### src/switch_strap_pkg.sv
`default_nettype none
package switch_strap_pkg;

  // ---------------------------------------------------------------
  // register map
  // ---------------------------------------------------------------
  localparam logic [15:0] STRAP_SWITCH_STATUS_ADDR = 16'h0ffd;
  localparam logic [15:0] NODE_ADDRESS_SWITCH_ADDR = 16'h5200;
  localparam logic [15:0] COMM_SETTINGS_SWITCH_ADDR = 16'h5201;
  localparam logic [15:0] NODE_ADDRESS_SWITCH_RESET = 16'h0000;
  localparam logic [15:0] COMM_SETTINGS_SWITCH_RESET = 16'h0000;

  // ---------------------------------------------------------------
  // strap fields
  // ---------------------------------------------------------------
  localparam int STRAP_WIDTH = 8;
  localparam int FRAMING_LSB = 0;
  localparam int BAUD_LSB = 2;
  localparam logic [7:0] SLAVE_ADDR_MIN = 8'h01;
  localparam logic [7:0] SLAVE_ADDR_MAX = 8'hf7;

  // framing codes
  localparam logic [1:0] FRAME_1S_EVEN = 2'h0;
  localparam logic [1:0] FRAME_1S_ODD = 2'h1;
  localparam logic [1:0] FRAME_2S_NONE = 2'h2;
  localparam logic [1:0] FRAME_1S_NONE = 2'h3;
  localparam logic [1:0] PARITY_NONE = 2'h0;
  localparam logic [1:0] PARITY_EVEN = 2'h1;
  localparam logic [1:0] PARITY_ODD = 2'h2;

  // baud codes
  localparam logic [5:0] BAUD_CODE_9600 = 6'h03;
  localparam logic [5:0] BAUD_CODE_19200 = 6'h04;
  localparam logic [5:0] BAUD_CODE_38400 = 6'h05;
  localparam logic [5:0] BAUD_CODE_57600 = 6'h06;
  localparam logic [5:0] BAUD_CODE_115200 = 6'h08;
  localparam logic [5:0] BAUD_CODE_625000 = 6'h09;

  // ---------------------------------------------------------------
  // timing
  // ---------------------------------------------------------------
  localparam int CLK_HZ = 10000000;
  localparam int BIT_CYC_9600 = CLK_HZ / 9600;
  localparam int BIT_CYC_19200 = CLK_HZ / 19200;
  localparam int BIT_CYC_38400 = CLK_HZ / 38400;
  localparam int BIT_CYC_57600 = CLK_HZ / 57600;
  localparam int BIT_CYC_115200 = CLK_HZ / 115200;
  localparam int BIT_CYC_625000 = CLK_HZ / 625000;

  // ---------------------------------------------------------------
  // startup states
  // ---------------------------------------------------------------
  typedef enum logic [1:0] {
    ST_SAMPLE = 2'b00,
    ST_CHECK = 2'b01,
    ST_RUN = 2'b10,
    ST_FAULT = 2'b11
  } boot_state_e;

endpackage : switch_strap_pkg
`default_nettype wire

### src/switch_strap_expansion.sv
// Behaviour
// [RULE1] every network indicator output is driven active high so a one lights its lamp.
// [RULE2] two writable application switch registers sit at 0x5200 (node address) and 0x5201 (other settings).
// [RULE3] the host itself fetches the switch values and writes them into the application switch registers.
// [RULE4] both strap buses are sampled and decoded into the serial settings before any telegram is served.
// [RULE5] the strap buses fix serial settings at startup and later carry configuration switch levels.
// [RULE6] only after the first telegram may outside logic use transmit enable to swap the buses to the switches.
// [RULE7] the live levels of both strap buses read back in the switch status register at 0x0ffd.
// [RULE8] the startup settings are latched once and later bus changes leave them alone.
// [RULE9] transmit enable is driven high while the device transmits.
// [RULE10] the slave address comes from the address straps, legal 1 to 247, else the fault state.
// [RULE11] line strap bits 1:0 pick framing: even, odd, two stop no parity, one stop no parity.
// [RULE12] line strap bits 7:2 pick baud 9600, 19200, 38400, 57600, 115200, 625000; other codes are reserved.
`timescale 1ns/1ps
`default_nettype none
module switch_strap_expansion #(
  parameter int STRAP_W = switch_strap_pkg::STRAP_WIDTH  // strap bus width
) (
  input wire logic sys_clk_in,                       // 10 MHz clock
  input wire logic reset_n_in,                       // async reset, active low
  input wire logic [STRAP_W-1:0] address_strap_bus_in,       // address strap / switch bus
  input wire logic [STRAP_W-1:0] line_settings_strap_bus_in, // line strap / switch bus
  input wire logic [15:0] reg_addr_in,               // decoded telegram register address
  input wire logic reg_wr_in,                        // register write strobe
  input wire logic reg_rd_in,                        // register read strobe
  input wire logic [15:0] reg_wdata_in,              // register write data
  input wire logic telegram_done_in,                 // telegram exchange finished
  input wire logic tx_busy_in,                       // serial transmitter active
  input wire logic [7:0] net_indicator_req_in,       // indicator on requests
  output logic [15:0] reg_rdata_out,                 // register read data
  output logic reg_ack_out,                          // access accepted
  output logic reg_err_out,                          // access refused
  output logic [7:0] slave_address_out,              // active slave address
  output logic [1:0] parity_mode_out,                // active parity
  output logic two_stop_out,                         // active stop bits
  output logic [15:0] bit_cycles_out,                // active clocks per bit
  output logic settings_valid_out,                   // serial settings usable
  output logic fault_state_out,                      // invalid straps
  output logic first_telegram_seen_out,              // buses may now be swapped
  output logic transmit_enable_out,                  // line driver enable
  output logic [15:0] node_address_switch_out,       // node address register
  output logic [15:0] comm_settings_switch_out,      // comm settings register
  output logic net_indicator_one_a_out,              // indicator 1a
  output logic net_indicator_one_b_out,              // indicator 1b
  output logic net_indicator_two_a_out,              // indicator 2a
  output logic net_indicator_two_b_out,              // indicator 2b
  output logic net_indicator_three_a_out,            // indicator 3a
  output logic net_indicator_three_b_out,            // indicator 3b
  output logic net_indicator_four_a_out,             // indicator 4a
  output logic net_indicator_four_b_out              // indicator 4b
);

  // ---------------------------------------------------------------
  // elaboration check
  // ---------------------------------------------------------------
  if (STRAP_W != 8)
  begin : g_bad_width
    $error("strap width must be 8");
  end

  // ---------------------------------------------------------------
  // declarations
  // ---------------------------------------------------------------
  switch_strap_pkg::boot_state_e state_r, state_nxt;
  logic [7:0] addr_latch_r, addr_latch_nxt;
  logic [7:0] line_latch_r, line_latch_nxt;
  logic [15:0] node_sw_r, node_sw_nxt;
  logic [15:0] comm_sw_r, comm_sw_nxt;
  logic [15:0] rdata_r, rdata_nxt;
  logic ack_r, ack_nxt;
  logic err_r, err_nxt;
  logic first_seen_r, first_seen_nxt;
  logic tx_en_r, tx_en_nxt;
  logic [7:0] ind_r, ind_nxt;
  logic [1:0] dec_parity;
  logic dec_two_stop;
  logic [15:0] dec_bit_cycles;
  logic dec_valid;
  logic [1:0] parity_r, parity_nxt;
  logic two_stop_r, two_stop_nxt;
  logic [15:0] bit_cyc_r, bit_cyc_nxt;
  logic access;

  // ---------------------------------------------------------------
  // strap decode
  // ---------------------------------------------------------------
  strap_decoder u_decoder (
    .address_strap_in (addr_latch_r),
    .line_strap_in (line_latch_r),
    .parity_mode_out (dec_parity),
    .two_stop_out (dec_two_stop),
    .bit_cycles_out (dec_bit_cycles),
    .valid_out (dec_valid)
  );

  assign access = reg_wr_in || reg_rd_in;

  // startup sequencing and setting latch
  always_comb
  begin
    state_nxt = state_r;
    addr_latch_nxt = addr_latch_r;
    line_latch_nxt = line_latch_r;
    parity_nxt = parity_r;
    two_stop_nxt = two_stop_r;
    bit_cyc_nxt = bit_cyc_r;
    case (state_r)
      switch_strap_pkg::ST_SAMPLE:
      begin
        addr_latch_nxt = address_strap_bus_in; // [RULE4] [RULE5]
        line_latch_nxt = line_settings_strap_bus_in; // [RULE4]
        state_nxt = switch_strap_pkg::ST_CHECK;
      end
      switch_strap_pkg::ST_CHECK:
      begin
        parity_nxt = dec_parity; // [RULE11]
        two_stop_nxt = dec_two_stop;
        bit_cyc_nxt = dec_bit_cycles; // [RULE12]
        state_nxt = dec_valid ? switch_strap_pkg::ST_RUN : switch_strap_pkg::ST_FAULT; // [RULE10]
      end
      switch_strap_pkg::ST_RUN: state_nxt = switch_strap_pkg::ST_RUN; // [RULE8] never resampled
      switch_strap_pkg::ST_FAULT: state_nxt = switch_strap_pkg::ST_FAULT;
      default: state_nxt = switch_strap_pkg::ST_SAMPLE;
    endcase
  end

  // startup registers
  always_ff @(posedge sys_clk_in or negedge reset_n_in)
  begin
    if (!reset_n_in)
    begin
      state_r <= switch_strap_pkg::ST_SAMPLE;
      addr_latch_r <= 8'h00;
      line_latch_r <= 8'h00;
      parity_r <= 2'h0;
      two_stop_r <= 1'b0;
      bit_cyc_r <= 16'h0000;
    end
    else
    begin
      state_r <= state_nxt;
      addr_latch_r <= addr_latch_nxt;
      line_latch_r <= line_latch_nxt;
      parity_r <= parity_nxt;
      two_stop_r <= two_stop_nxt;
      bit_cyc_r <= bit_cyc_nxt;
    end
  end

  // ---------------------------------------------------------------
  // register access
  // ---------------------------------------------------------------
  // decode reads and writes, served only while running
  always_comb
  begin
    node_sw_nxt = node_sw_r;
    comm_sw_nxt = comm_sw_r;
    rdata_nxt = rdata_r;
    ack_nxt = 1'b0;
    err_nxt = 1'b0;
    if (access && (state_r == switch_strap_pkg::ST_RUN)) // [RULE4]
    begin
      case (reg_addr_in)
        switch_strap_pkg::STRAP_SWITCH_STATUS_ADDR:
        begin
          if (reg_wr_in)
            err_nxt = 1'b1;
          else
          begin
            rdata_nxt = {line_settings_strap_bus_in, address_strap_bus_in}; // [RULE7] live levels
            ack_nxt = 1'b1;
          end
        end
        switch_strap_pkg::NODE_ADDRESS_SWITCH_ADDR:
        begin
          if (reg_wr_in)
            node_sw_nxt = reg_wdata_in; // [RULE2] [RULE3]
          rdata_nxt = reg_wr_in ? reg_wdata_in : node_sw_r;
          ack_nxt = 1'b1;
        end
        switch_strap_pkg::COMM_SETTINGS_SWITCH_ADDR:
        begin
          if (reg_wr_in)
            comm_sw_nxt = reg_wdata_in; // [RULE2]
          rdata_nxt = reg_wr_in ? reg_wdata_in : comm_sw_r;
          ack_nxt = 1'b1;
        end
        default: err_nxt = 1'b1;
      endcase
    end
    else if (access)
      err_nxt = 1'b1;
  end

  // register file flops
  always_ff @(posedge sys_clk_in or negedge reset_n_in)
  begin
    if (!reset_n_in)
    begin
      node_sw_r <= switch_strap_pkg::NODE_ADDRESS_SWITCH_RESET;
      comm_sw_r <= switch_strap_pkg::COMM_SETTINGS_SWITCH_RESET;
      rdata_r <= 16'h0000;
      ack_r <= 1'b0;
      err_r <= 1'b0;
    end
    else
    begin
      node_sw_r <= node_sw_nxt;
      comm_sw_r <= comm_sw_nxt;
      rdata_r <= rdata_nxt;
      ack_r <= ack_nxt;
      err_r <= err_nxt;
    end
  end

  // ---------------------------------------------------------------
  // link side outputs
  // ---------------------------------------------------------------
  // first telegram flag, transmit enable, indicators
  always_comb
  begin
    first_seen_nxt = first_seen_r;
    if (telegram_done_in && (state_r == switch_strap_pkg::ST_RUN))
      first_seen_nxt = 1'b1; // [RULE6]
    tx_en_nxt = tx_busy_in && (state_r == switch_strap_pkg::ST_RUN); // [RULE9]
    ind_nxt = net_indicator_req_in; // [RULE1] one means lit
  end

  // link side flops
  always_ff @(posedge sys_clk_in or negedge reset_n_in)
  begin
    if (!reset_n_in)
    begin
      first_seen_r <= 1'b0;
      tx_en_r <= 1'b0;
      ind_r <= 8'h00;
    end
    else
    begin
      first_seen_r <= first_seen_nxt;
      tx_en_r <= tx_en_nxt;
      ind_r <= ind_nxt;
    end
  end

  // ---------------------------------------------------------------
  // output drive
  // ---------------------------------------------------------------
  assign reg_rdata_out = rdata_r;
  assign reg_ack_out = ack_r;
  assign reg_err_out = err_r;
  assign slave_address_out = addr_latch_r; // [RULE10] [RULE8]
  assign parity_mode_out = parity_r;
  assign two_stop_out = two_stop_r;
  assign bit_cycles_out = bit_cyc_r;
  assign settings_valid_out = (state_r == switch_strap_pkg::ST_RUN);
  assign fault_state_out = (state_r == switch_strap_pkg::ST_FAULT); // [RULE10]
  assign first_telegram_seen_out = first_seen_r;
  assign transmit_enable_out = tx_en_r;
  assign node_address_switch_out = node_sw_r;
  assign comm_settings_switch_out = comm_sw_r;
  assign net_indicator_one_a_out = ind_r[0];
  assign net_indicator_one_b_out = ind_r[1];
  assign net_indicator_two_a_out = ind_r[2];
  assign net_indicator_two_b_out = ind_r[3];
  assign net_indicator_three_a_out = ind_r[4];
  assign net_indicator_three_b_out = ind_r[5];
  assign net_indicator_four_a_out = ind_r[6];
  assign net_indicator_four_b_out = ind_r[7];

endmodule : switch_strap_expansion
`default_nettype wire

### src/strap_decoder.sv
`timescale 1ns/1ps
`default_nettype none
module strap_decoder (
  input wire logic [7:0] address_strap_in,  // latched address straps
  input wire logic [7:0] line_strap_in,     // latched line-settings straps
  output logic [1:0] parity_mode_out,       // none / even / odd
  output logic two_stop_out,                // two stop bits
  output logic [15:0] bit_cycles_out,       // clocks per bit
  output logic valid_out                    // straps are legal
);

  logic [1:0] framing;
  logic [5:0] baud_code;
  logic baud_ok;
  logic addr_ok;

  // ---------------------------------------------------------------
  // field split
  // ---------------------------------------------------------------
  assign framing = line_strap_in[switch_strap_pkg::FRAMING_LSB +: 2];
  assign baud_code = line_strap_in[switch_strap_pkg::BAUD_LSB +: 6];

  // address range check
  assign addr_ok = (address_strap_in >= switch_strap_pkg::SLAVE_ADDR_MIN) &&
                   (address_strap_in <= switch_strap_pkg::SLAVE_ADDR_MAX); // [RULE10]

  // framing decode
  always_comb
  begin
    parity_mode_out = switch_strap_pkg::PARITY_NONE;
    two_stop_out = 1'b0;
    case (framing) // [RULE11]
      switch_strap_pkg::FRAME_1S_EVEN: parity_mode_out = switch_strap_pkg::PARITY_EVEN;
      switch_strap_pkg::FRAME_1S_ODD: parity_mode_out = switch_strap_pkg::PARITY_ODD;
      switch_strap_pkg::FRAME_2S_NONE: two_stop_out = 1'b1;
      default: parity_mode_out = switch_strap_pkg::PARITY_NONE;
    endcase
  end

  // baud decode, reserved codes refused
  always_comb
  begin
    baud_ok = 1'b1;
    bit_cycles_out = 16'h0000;
    case (baud_code) // [RULE12]
      switch_strap_pkg::BAUD_CODE_9600: bit_cycles_out = 16'(switch_strap_pkg::BIT_CYC_9600);
      switch_strap_pkg::BAUD_CODE_19200: bit_cycles_out = 16'(switch_strap_pkg::BIT_CYC_19200);
      switch_strap_pkg::BAUD_CODE_38400: bit_cycles_out = 16'(switch_strap_pkg::BIT_CYC_38400);
      switch_strap_pkg::BAUD_CODE_57600: bit_cycles_out = 16'(switch_strap_pkg::BIT_CYC_57600);
      switch_strap_pkg::BAUD_CODE_115200: bit_cycles_out = 16'(switch_strap_pkg::BIT_CYC_115200);
      switch_strap_pkg::BAUD_CODE_625000: bit_cycles_out = 16'(switch_strap_pkg::BIT_CYC_625000);
      default: baud_ok = 1'b0;
    endcase
  end

  assign valid_out = addr_ok && baud_ok; // [RULE10]

endmodule : strap_decoder
`default_nettype wire

### config.mk
export PLATFORM = sky130hd
export DESIGN_NAME = switch_strap_expansion
export DESIGN_NICKNAME = d
export VERILOG_FILES = /design/src/switch_strap_pkg.sv /design/src/switch_strap_expansion.sv /design/src/strap_decoder.sv
export SDC_FILE = /design/constraint.sdc
export NUM_CORES = 1
export LEC_CHECK = 0
export BUFFER_PORTS_ARGS = -buffer_cell sky130_fd_sc_hd__buf_2
export CAP_MARGIN = 20
export CORE_MARGIN = 2
export CORE_UTILIZATION = 45
export DETAILED_ROUTE_END_ITERATION = 12
export MAX_ROUTING_LAYER = met4
export PLACE_DENSITY_LB_ADDON = 0.1
export SETUP_SLACK_MARGIN = 0.05
export SYNTH_ARGS = -nofsm -noshare
export SYNTH_HDL_FRONTEND = slang
export SYNTH_SLANG_ARGS = --single-unit
### constraint.sdc
create_clock -name sys_clk_in -period 4.9 [get_ports sys_clk_in]
set_input_delay 0.245 -clock sys_clk_in [delete_from_list [all_inputs] [get_ports sys_clk_in]]
set_output_delay 0.245 -clock sys_clk_in [all_outputs]
set_load 0.03 [all_outputs]
==> qor.yml, run 1 <==
max_slew_margin_pct: 42.1
yosysUniqueCellTypes: 41
final_cell_count_no_fill: 581
holdBufCountCts: 9
ys_ff_latch: 90
grt_overflow_total: 0
clockBufferDepth: 2
diodes: 0
period_minus_slack_ns: 2.38
clock.fmax_mhz: 420
worstSetupEndpointType: "register"
firstDrtPassIters: 4
mostFrequentLayoutCells: "buf_2 (144), dfrtp_1 (90), mux2_2 (79)"
ctsRootBufferMaster: "clkbuf_8"
fin_crit_sh_pct: 48.6
cts_setup_buffers: 0
io_pins: 151
clock_sinks: 90
crit_path_max_fanout: 19
p_per_area_nw_per_um2: 264
fp-row-count: 34
routed_via_density: 5.07
synth_top_cell_by_area: "dfrtp_1"
placed_cells: 556
coreArea_um2: 8760
power_mw: 1.35
rsz0062_at_grt: "false"
maxCapViolCount: 0
drc: 0
cts_resized: 0
synth_top_area_share_pct: 55.3
cp_cell_sequence: "buf_2 -> nand4bb_1 -> or4_4 -> a211oi_4 -> mux2_2"
num_vias: 2945
arrival_ns: 2.61
htree_num_levels: 3
cp-start-kind: "primary input"
grt_first_pass_wirelength_mm: 14.4
wl_mm: 9.06
yosysSeqAreaShare_pct: 55.3
slew_viol_final: 0
die_area_um2: 9830
p_leak_nw: 2.66
hold_path_class: "in2reg"
final_common_cell: "buf_2"
cts_buffers: 9
outcome: "completed"
worst_pin_slew_ns: 0.865
drt_iter0_markers: 64
grt_pass1_vias: 2840
clkTransAtPathRegs_ns: 0.09
grt_usage_pct: 19.3
dieWidth_um: 99.1
setup_viol: 0
slowest_delay_ns: 0.78
die_y_um: 99.1
dp_hpwl_mm: 6.76
fin_skew_ns: 0.0100
synthToLayoutAreaGrowth_pct: 25.2
antenna_found_initial: 0
routedWlPerCell_um: 15.6
slowest_stage: "a211oi_4"
gp_congestion: 0.778
grt_max_degree: 56
ys_warn_count: 0
synth_area_leaders: "dfrtp_1 (55%), mux2_2 (22%), mux2i_1 (3.9%), nand2_1 (2.8%), o21ai_0 (2.7%)"
drive_gt1_share_pct: 52.9
crit_type: "in2reg"
fin_hold_ws_ns: 0.0978
netlist_instances: 319
hold_viol_final: 0
cp.required_ns: 5.13
synth.cell_area_um2: 4070
start_util_pct: 46.5
port_buffers: 145
cts_tree: "built"
insertion_delay_ns: 0.35
peakVddDrop_v: 0.000138
ant_nets: 0
nets: 530
setup_tns_ns: 0
syn_area_per_cell_um2: 12.8
[cells by family after synthesis]
logic type	after synthesis	share of synthesized area (%)
mux	95	25.8
flops	90	55.3
xor+xnor	2	0.430
buf+inv	27	3.81
simple gates	66	8.73
compound gates	38	5.87
other cells	1	0.0921
[sequential cells by signal, indices dropped and copies added (netlist names), 8 cells and up]
name,flops
line_latch_r,8
slave_address_out,8
node_address_switch_out,16
ind_r,8
bit_cycles_out,9
comm_settings_switch_out,16
reg_rdata_out,16
[path summary, 6_finish.rpt]
kind                                    startpoint                           end  slack, ns  cells after the start
hold reg to reg            first_telegram_seen_out       first_telegram_seen_out       0.46                      1
setup reg to reg                        state_r[0]             reg_rdata_out[14]       2.59                      4
setup / recovery                    reg_addr_in[0]             reg_rdata_out[14]       2.52                      5
max in group asynchronous               reset_n_in  comm_settings_switch_out[12]       3.46                      3
min in group asynchronous               reset_n_in                   reg_err_out       0.38                      2
hold / removal                    telegram_done_in       first_telegram_seen_out        0.1                      2
[Yosys cell counts, drive strengths merged]
cell	number
a32o	3
xor2	1
o22ai	1
nor2b	3
and3	1
inv	3
xnor2	1
nand3	4
nand3b	1
or3b	1
a21oi	4
a22o	2
dfrtp	90
nand2	30
or4	1
clkbuf	10
nor2	6
mux2i	16
nand2b	4
conb	1
o21ai	22
and2	2
nor4	3
nand4bb	1
a211oi	2
nand4b	2
a31oi	2
mux2	79
nor4bb	1
or4b	1
and4	1
nor3	3
nor4b	1
buf	14
a21o	1
o31ai	1
[worst max-delay path, delay by kind of cell]
kind	cells	cell delay, ns
AOI/OAI and AO/OA	1	0.78
buffers and inverters	1	0.45
muxes	1	0.41
and+or+nand+nor	2	0.71
[where the power goes]
group	total [mW]	internal, mW	leakage (nW)	switching [mW]
sequential	0.769	0.757	1.18	0.0120
clock	0.440	0.182	0.0810	0.258
combinational	0.137	0.0536	1.40	0.0836
[cell type report]
| type | count | area (um^2) |
|---|---|---|
| clock buffers | 9 | 124 |
| well taps | 108 | 135 |
| clock inverters | 7 | 46.3 |
| inverters | 3 | 11.3 |
| multi-input cells | 206 | 1680 |
| flip-flops and latches | 90 | 2250 |
| fillers | 778 | 3670 |
| repair buffers | 158 | 848 |
[through the flow]
stage,worst slack [ns],cell area (um^2),util [%]
2_1_floorplan,2.62,4090,-
3_3_place_gp,2.22,4840,55.2
3_5_place_dp,2.16,4840,55.2
4_1_cts,2.53,5100,58.2
5_1_grt,2.38,5100,58.2
6_report,2.52,5100,58.2
[per-layer routing]
metal,GRT usage (%),wire [um],vias to the layer above
met2,30.3,4360,91
met5,-,0,-
met1,25.3,4100,1413
met3,3.87,482,12
li1,-,-,1429
met4,6.43,115,0
No activity file was read; power rests on OpenSTA's default activity.
==> run 2: changes to the inputs <==
ABC_AREA = 1   (was not set)
clock period = 2.3 ns   (was 4.9 ns; I/O delays follow)
==> qor.yml, run 2 <==
fin_crit_sh_pct: 75.9
setup_viol: 0  # unchanged
grt_max_degree: 41  # was 56
drt_iter0_markers: 239  # was 64
power_mw: 3.15  # was 1.35 mW
wl_mm: 12.0  # was 9.06 mm
coreArea_um2: 9730  # was 8760 um^2
port_buffers: 145  # unchanged
yosysMostFrequentCell: "nand2_1"  # was dfrtp_1
final_common_cell: "nand2_1"  # was buf_2
crit_type: "reg2reg"  # was in2reg
io_pins: 151  # unchanged
worstSetupEndpointType: "register"  # unchanged
firstDrtPassIters: 5  # was 4
yosysUniqueCellTypes: 28  # was 41
cp_cell_sequence: "inv_1 -> nor2_2 -> inv_2 -> nor2_8 -> nand3_2 -> o21ai_0"  # was buf_2 -> nand4bb_1 -> or4_4 -> a211oi_4 -> mux2_2
dieWidth_um: 104  # was 99.1 um
routed_via_density: 4.88  # was 5.07
p_leak_nw: 3.32  # was 2.66 nW
synth.cell_area_um2: 4500  # was 4070 um^2
drive_gt1_share_pct: 25.5  # was 52.9%
synth_ff_type: "dfrtp_1"  # unchanged
synthArstFlopShare_pct: 100  # unchanged
maxCapViolCount: 0  # unchanged
netlist_instances: 586  # was 319
grt_first_pass_wirelength_mm: 19.8  # was 14.4 mm
ys_ff_latch: 90  # unchanged
grt_pass1_vias: 4006  # was 2,840
slew_viol_final: 0  # unchanged
outcome: "completed"  # unchanged
slowest_stage: "nand3_2"  # was a211oi_4
num_vias: 4312  # was 2,945
multi_input_area_um2: 1900  # was 1680 um^2
cp-start-kind: "register"  # was primary input
synth_top_area_share_pct: 50.1  # was 55.3%
seqPwrFrac_pct: 51.9  # was 57.1%
nets: 807  # was 530
combPwrFrac_pct: 11.8  # was 10.2%
htree_num_levels: 3  # unchanged
clockBufferDepth: 2  # unchanged
period_minus_slack_ns: 1.75
power_frac_clock_pct: 36.4  # was 32.7%
fin_skew_ns: 0.0107  # was 0.0100 ns
hold_viol_final: 0  # unchanged
diodes: 0  # unchanged
peakVddDrop_v: 0.000361  # was 0.000138 V
met2_length_mm: 5.37  # was 4.36 mm
wl_met1_mm: 5.84  # was 4.10 mm
synth_edf_count: 0  # unchanged
rsz0062_at_grt: "false"  # unchanged
routedWlPerCell_um: 13.6  # was 15.6 um
gp_congestion: 0.828  # was 0.778
slowest_delay_ns: 0.46  # was 0.78 ns
cp.required_ns: 2.57  # was 5.13 ns
insertion_delay_ns: 0.36  # was 0.35 ns
synth_area_leaders: "dfrtp_1 (50%), nand2_1 (21%), nand3_1 (8.2%), inv_1 (4.0%), o21ai_0 (2.7%)"  # was dfrtp_1 (55%), mux2_2 (22%), mux2i_1 (3.9%), nand2_1 (2.8%), o21ai_0 (2.7%)
clock_sinks: 90  # unchanged
die_y_um: 104  # was 99.1 um
clock.fmax_mhz: 573
ctsRootBufferMaster: "clkbuf_8"  # unchanged
cts_buffers: 9  # unchanged
synth_top_cell_by_area: "dfrtp_1"  # unchanged
net-switching-power_mw: 0.877  # was 0.353 mW
fp-row-count: 36  # was 34
antenna_found_initial: 0  # unchanged
grt_usage_pct: 23.2  # was 19.3%
cts_resized: 0  # unchanged
dp_hpwl_mm: 8.98  # was 6.76 mm
intPower_mw: 2.27  # was 0.992 mW
top_layer: "met4"  # unchanged
synthToLayoutAreaGrowth_pct: 27.5  # was 25.2%
clkTransAtPathRegs_ns: 0.09  # about the same
netlist_top_cells_count: "nand2_1 (247), dfrtp_1 (90), nand3_1 (74), inv_1 (48), o21ai_0 (24)"  # was dfrtp_1 (90), mux2_2 (79), nand2_1 (30), o21ai_0 (22), mux2i_1 (16)
drc: 0  # unchanged
max_slew_margin_pct: 55.2  # was 42.1%
grt_overflow_total: 0  # unchanged
mostFrequentLayoutCells: "nand2_1 (247), buf_2 (144), dfrtp_1 (90)"  # was buf_2 (144), dfrtp_1 (90), mux2_2 (79)
p_sw_share_pct: 27.9  # was 26.3%
p_per_area_nw_per_um2: 549  # was 264 nW/um^2
ant_nets: 0  # unchanged
final_cell_count_no_fill: 883  # was 581
syn_area_per_cell_um2: 7.67  # was 12.8 um^2
cts_setup_buffers: 0  # unchanged
pre_cts_slack_ns: 0.527  # was 2.16 ns
arrival_ns: 2.01  # was 2.61 ns
setup_tns_ns: 0  # unchanged
regArea_um2: 2250  # unchanged
cts_tree: "built"  # unchanged
dr_wl_met3_um: 697  # was 482 um
worst_pin_slew_ns: 0.672  # was 0.865 ns
die_area_um2: 10800  # was 9830 um^2
fin_ws_ns: 0.554  # was 2.52 ns
hold_path_class: "in2reg"  # unchanged
fillers: 929  # was 778
start_util_pct: 46.2  # was 46.5%
placed_cells: 844  # was 556
yosysSeqAreaShare_pct: 50.1  # was 55.3%
ys_warn_count: 0  # unchanged
crit_path_max_fanout: 32  # was 19
run 2: area by class of cell:
type | instances | area share, %
clock buffer | 9 | 2.16
sequential | 90 | 39.3
timing repair buffer | 174 | 17.7
multi-input combinational | 419 | 33.1
tap | 133 | 2.90
inverter | 51 | 3.34
clock inverter | 7 | 1.46
run 2: per-stage QoR:
stage          area, um^2  hold WS (ns)  utilization, %
2_1_floorplan        4510        -0.181               -
3_3_place_gp         5290        0.0916            54.4
3_5_place_dp         5290         0.104            54.4
4_1_cts              5730        0.0130            58.9
5_1_grt              5730        0.0225            58.9
6_report             5730        0.0210            58.9
run 2: critical path: cells and delay by family, from the launching register on:
family | cells | cell delay (ns)
AO/OA/AOI/OAI | 1 | 0.33
buffers and inverters | 2 | 0.17
flip-flops | 1 | 0.41
AND/OR/NAND/NOR | 3 | 0.74
run 2: routing by layer:
metal	vias to the layer above	GRT usage, %
met5	-	-
met4	0	6.76
met3	8	2.94
met2	135	34.6
met1	2008	33.4
li1	2161	-
run 2: timing repair:
item / CTS / global route
setup endpoints to repair: 0 / 0
hold endpoints to repair: 54 / 0
hold buffers: 23 / 0
run 2: worst paths after layout:
path,cells after the start,from,end,slack (ns)
min reg2reg,1,first_telegram_seen_out,first_telegram_seen_out,0.48
max reg2reg,6,state_r[1],comm_settings_switch_out[0],0.55
max,6,state_r[1],comm_settings_switch_out[0],0.55
max in group asynchronous,3,reset_n_in,line_latch_r[0],1.45
min in group asynchronous,2,reset_n_in,transmit_enable_out,0.25
min,3,address_strap_bus_in[7],slave_address_out[7],0.02
run 2: cell families (layout without fill, tap and decap cells):
logic type / after synthesis / after routing / share of synthesized area (%)
flip-flops: 90 / 90 / 50.1
AND/OR/NAND/NOR: 372 / 372 / 36.8
AO/OA/AOI/OAI: 42 / 42 / 5.04
buffers and inverters: 81 / 241 / 8.02
other: 1 / 5 / 0.0834
run 2: power by group through the flow:
stage	registers (mW)	logic (mW)	clock network, mW
6_report	1.63	0.370	1.14
5_1_grt	1.64	0.408	1.23
4_1_cts	1.63	0.372	1.17
3_5_place_dp	1.66	0.340	0
3_3_place_gp	1.66	0.336	0
2_1_floorplan	1.71	0.136	0
==> run 3: changes to the inputs <==
clock period = 1.5 ns   (was 2.3 ns; I/O delays follow)
==> qor.yml, run 3 (synthesis gave the netlist of run 2 again) <==
outcome: "completed"  # unchanged
firstDrtPassIters: 4  # was 5
slowest_stage: "dfrtp_2"  # was nand3_2
critPathTopFamily: "simple AND/OR/NAND/NOR gates"  # unchanged
worst-path-stages: 7  # was 6
start_util_pct: 46.2  # unchanged
drt_iter0_markers: 243  # was 239
fin_skew_ns: 0.00781  # was 0.0107 ns
gp_congestion: 0.879  # was 0.828
routed_via_density: 4.87  # was 4.88
die_y_um: 104  # unchanged
rsz0062_at_grt: "true"  # was false
nets: 826  # was 807
dp_hpwl_mm: 8.83  # was 8.98 mm
clock.fmax_mhz: 714  # was 573 MHz
setup_viol: 0  # unchanged
worstSetupEndpointType: "register"  # unchanged
synthToLayoutAreaGrowth_pct: 32.9  # was 27.5%
crit_type: "reg2reg"  # unchanged
crit_path_max_fanout: 16  # was 32
rr_worst_depth: 7  # was 6
setup_tns_ns: 0  # unchanged
arrival_ns: 1.65  # was 2.01 ns
clockBufferDepth: 2  # unchanged
grt_pass1_vias: 4174  # was 4,006
cp.required_ns: 1.75  # was 2.57 ns
hold_viol_final: 0  # unchanged
cp-start-kind: "register"  # unchanged
fp-row-count: 36  # unchanged
cp_cell_sequence: "nor2_4 -> inv_4 -> nor2_8 -> nand3_4 -> clkbuf_16 -> nand2_1 -> o21ai_1"  # was inv_1 -> nor2_2 -> inv_2 -> nor2_8 -> nand3_2 -> o21ai_0
grt_max_degree: 46  # was 41
drive_gt1_share_pct: 27.2  # was 25.5%
port_buffers: 145  # unchanged
fin_crit_sh_pct: 93.4  # was 75.9%
path_buf_inv: 2  # unchanged
mostFrequentLayoutCells: "nand2_1 (245), buf_2 (144), dfrtp_1 (89)"  # was nand2_1 (247), buf_2 (144), dfrtp_1 (90)
ant_nets: 0  # unchanged
clkTransAtPathRegs_ns: 0.09  # about the same
fin_hold_ws_ns: 0.0792  # was 0.0210 ns
num_vias: 4388  # was 4,312
p_leak_nw: 3.43  # was 3.32 nW
grt_first_pass_wirelength_mm: 20.4  # was 19.8 mm
insertion_delay_ns: 0.35  # was 0.36 ns
die_area_um2: 10800  # unchanged
clock_sinks: 90  # unchanged
cts_buffers: 9  # unchanged
dieWidth_um: 104  # unchanged
period_minus_slack_ns: 1.40  # was 1.75 ns
hold_end: "node_address_switch_out[15]"  # was slave_address_out[7]
p_per_area_nw_per_um2: 805  # was 549 nW/um^2
diodes: 0  # unchanged
drc: 0  # unchanged
grt_usage_pct: 23.8  # was 23.2%
r2r_end: "comm_settings_switch_out[7]"  # was comm_settings_switch_out[0]
final_common_cell: "nand2_1"  # unchanged
antenna_found_initial: 0  # unchanged
reg2reg_from: "state_r[0]"  # was state_r[1]
htree_num_levels: 3  # unchanged
hold_depth: 5  # was 3
hold_path_class: "in2reg"  # unchanged
wl_mm: 12.4  # was 12.0 mm
coreArea_um2: 9730  # unchanged
peakVddDrop_v: 0.000515  # was 0.000361 V
io_pins: 151  # unchanged
maxCapViolCount: 0  # unchanged
routedWlPerCell_um: 13.8  # was 13.6 um
hp-start: "reg_wdata_in[15]"  # was address_strap_bus_in[7]
slowest_delay_ns: 0.44  # was 0.46 ns
grt_overflow_total: 0  # unchanged
slew_viol_final: 0  # unchanged
cts_tree: "built"  # unchanged
ctsRootBufferMaster: "clkbuf_8"  # unchanged
r2r_slack_ns: 0.1  # was 0.55 ns
[run 3: area by class of cell]
type,instances,area (um^2)
inverters,51,195
flip-flops and latches,90,2250
repair buffers,193,1240
clock buffers,10,138
fillers,927,3750
well taps,133,166
multi-input cells,419,1920
clock inverters,5,62.6
[run 3: metrics by stage]
step	power (mW)	cells	area [um^2]	setup WS, ns	util (%)
global route	5.00	901	5980	0.0109	61.4
finish	4.81	901	5980	0.0994	61.4
CTS	4.83	895	5870	0.0635	60.4
detailed placement	3.08	853	5400	0.0737	55.5
floorplan	2.84	590	4520	0.0603	-
global placement	3.07	853	5400	0.125	55.5
[run 3: worst max path at each step]
stage	slack [ns]	end	from
final	0.1	comm_settings_switch_out[7]	state_r[0]
after CTS	0.06	node_address_switch_out[11]	state_r[0]
after global placement	0.13	reg_rdata_out[4]	reg_addr_in[13]
after global routing	0.01	comm_settings_switch_out[11]	state_r[1]
after detailed placement	0.07	node_address_switch_out[14]	state_r[0]
after floorplan	0.06	node_address_switch_out[10]	state_r[1]
[run 3: worst register-to-register path, cell delays in order, from the launching register on]
cell and delay (ns):
dfrtp_2 0.44, nor2_4 0.13, inv_4 0.07, nor2_8 0.18, nand3_4 0.15, clkbuf_16 0.22
nand2_1 0.06, o21ai_1 0.05
[run 3: where the power goes]
part	switching, mW	total (mW)	internal, mW
Combinational	0.375	0.596	0.220
Clock	0.891	1.71	0.819
Sequential	0.0287	2.50	2.47
Total	1.30	4.81	3.51
[run 3: routing by layer]
metal | wire [um] | vias to the layer above | track usage [%] | share of wire, %
li1 | - | 2200 | - | -
met3 | 631 | 20 | 2.94 | 5.1
met4 | 206 | 0 | 7.14 | 1.7
met5 | 0 | - | - | 0
met2 | 5510 | 154 | 34.4 | 44
met1 | 6090 | 2014 | 35.3 | 49
[run 3: repair_timing]
item                                    CTS  global route
gates resized for setup                   0            12
hold buffers                             27             0
endpoints found under the hold margin    59             0
endpoints found under the setup margin    0            47
buffers inserted                          0             4
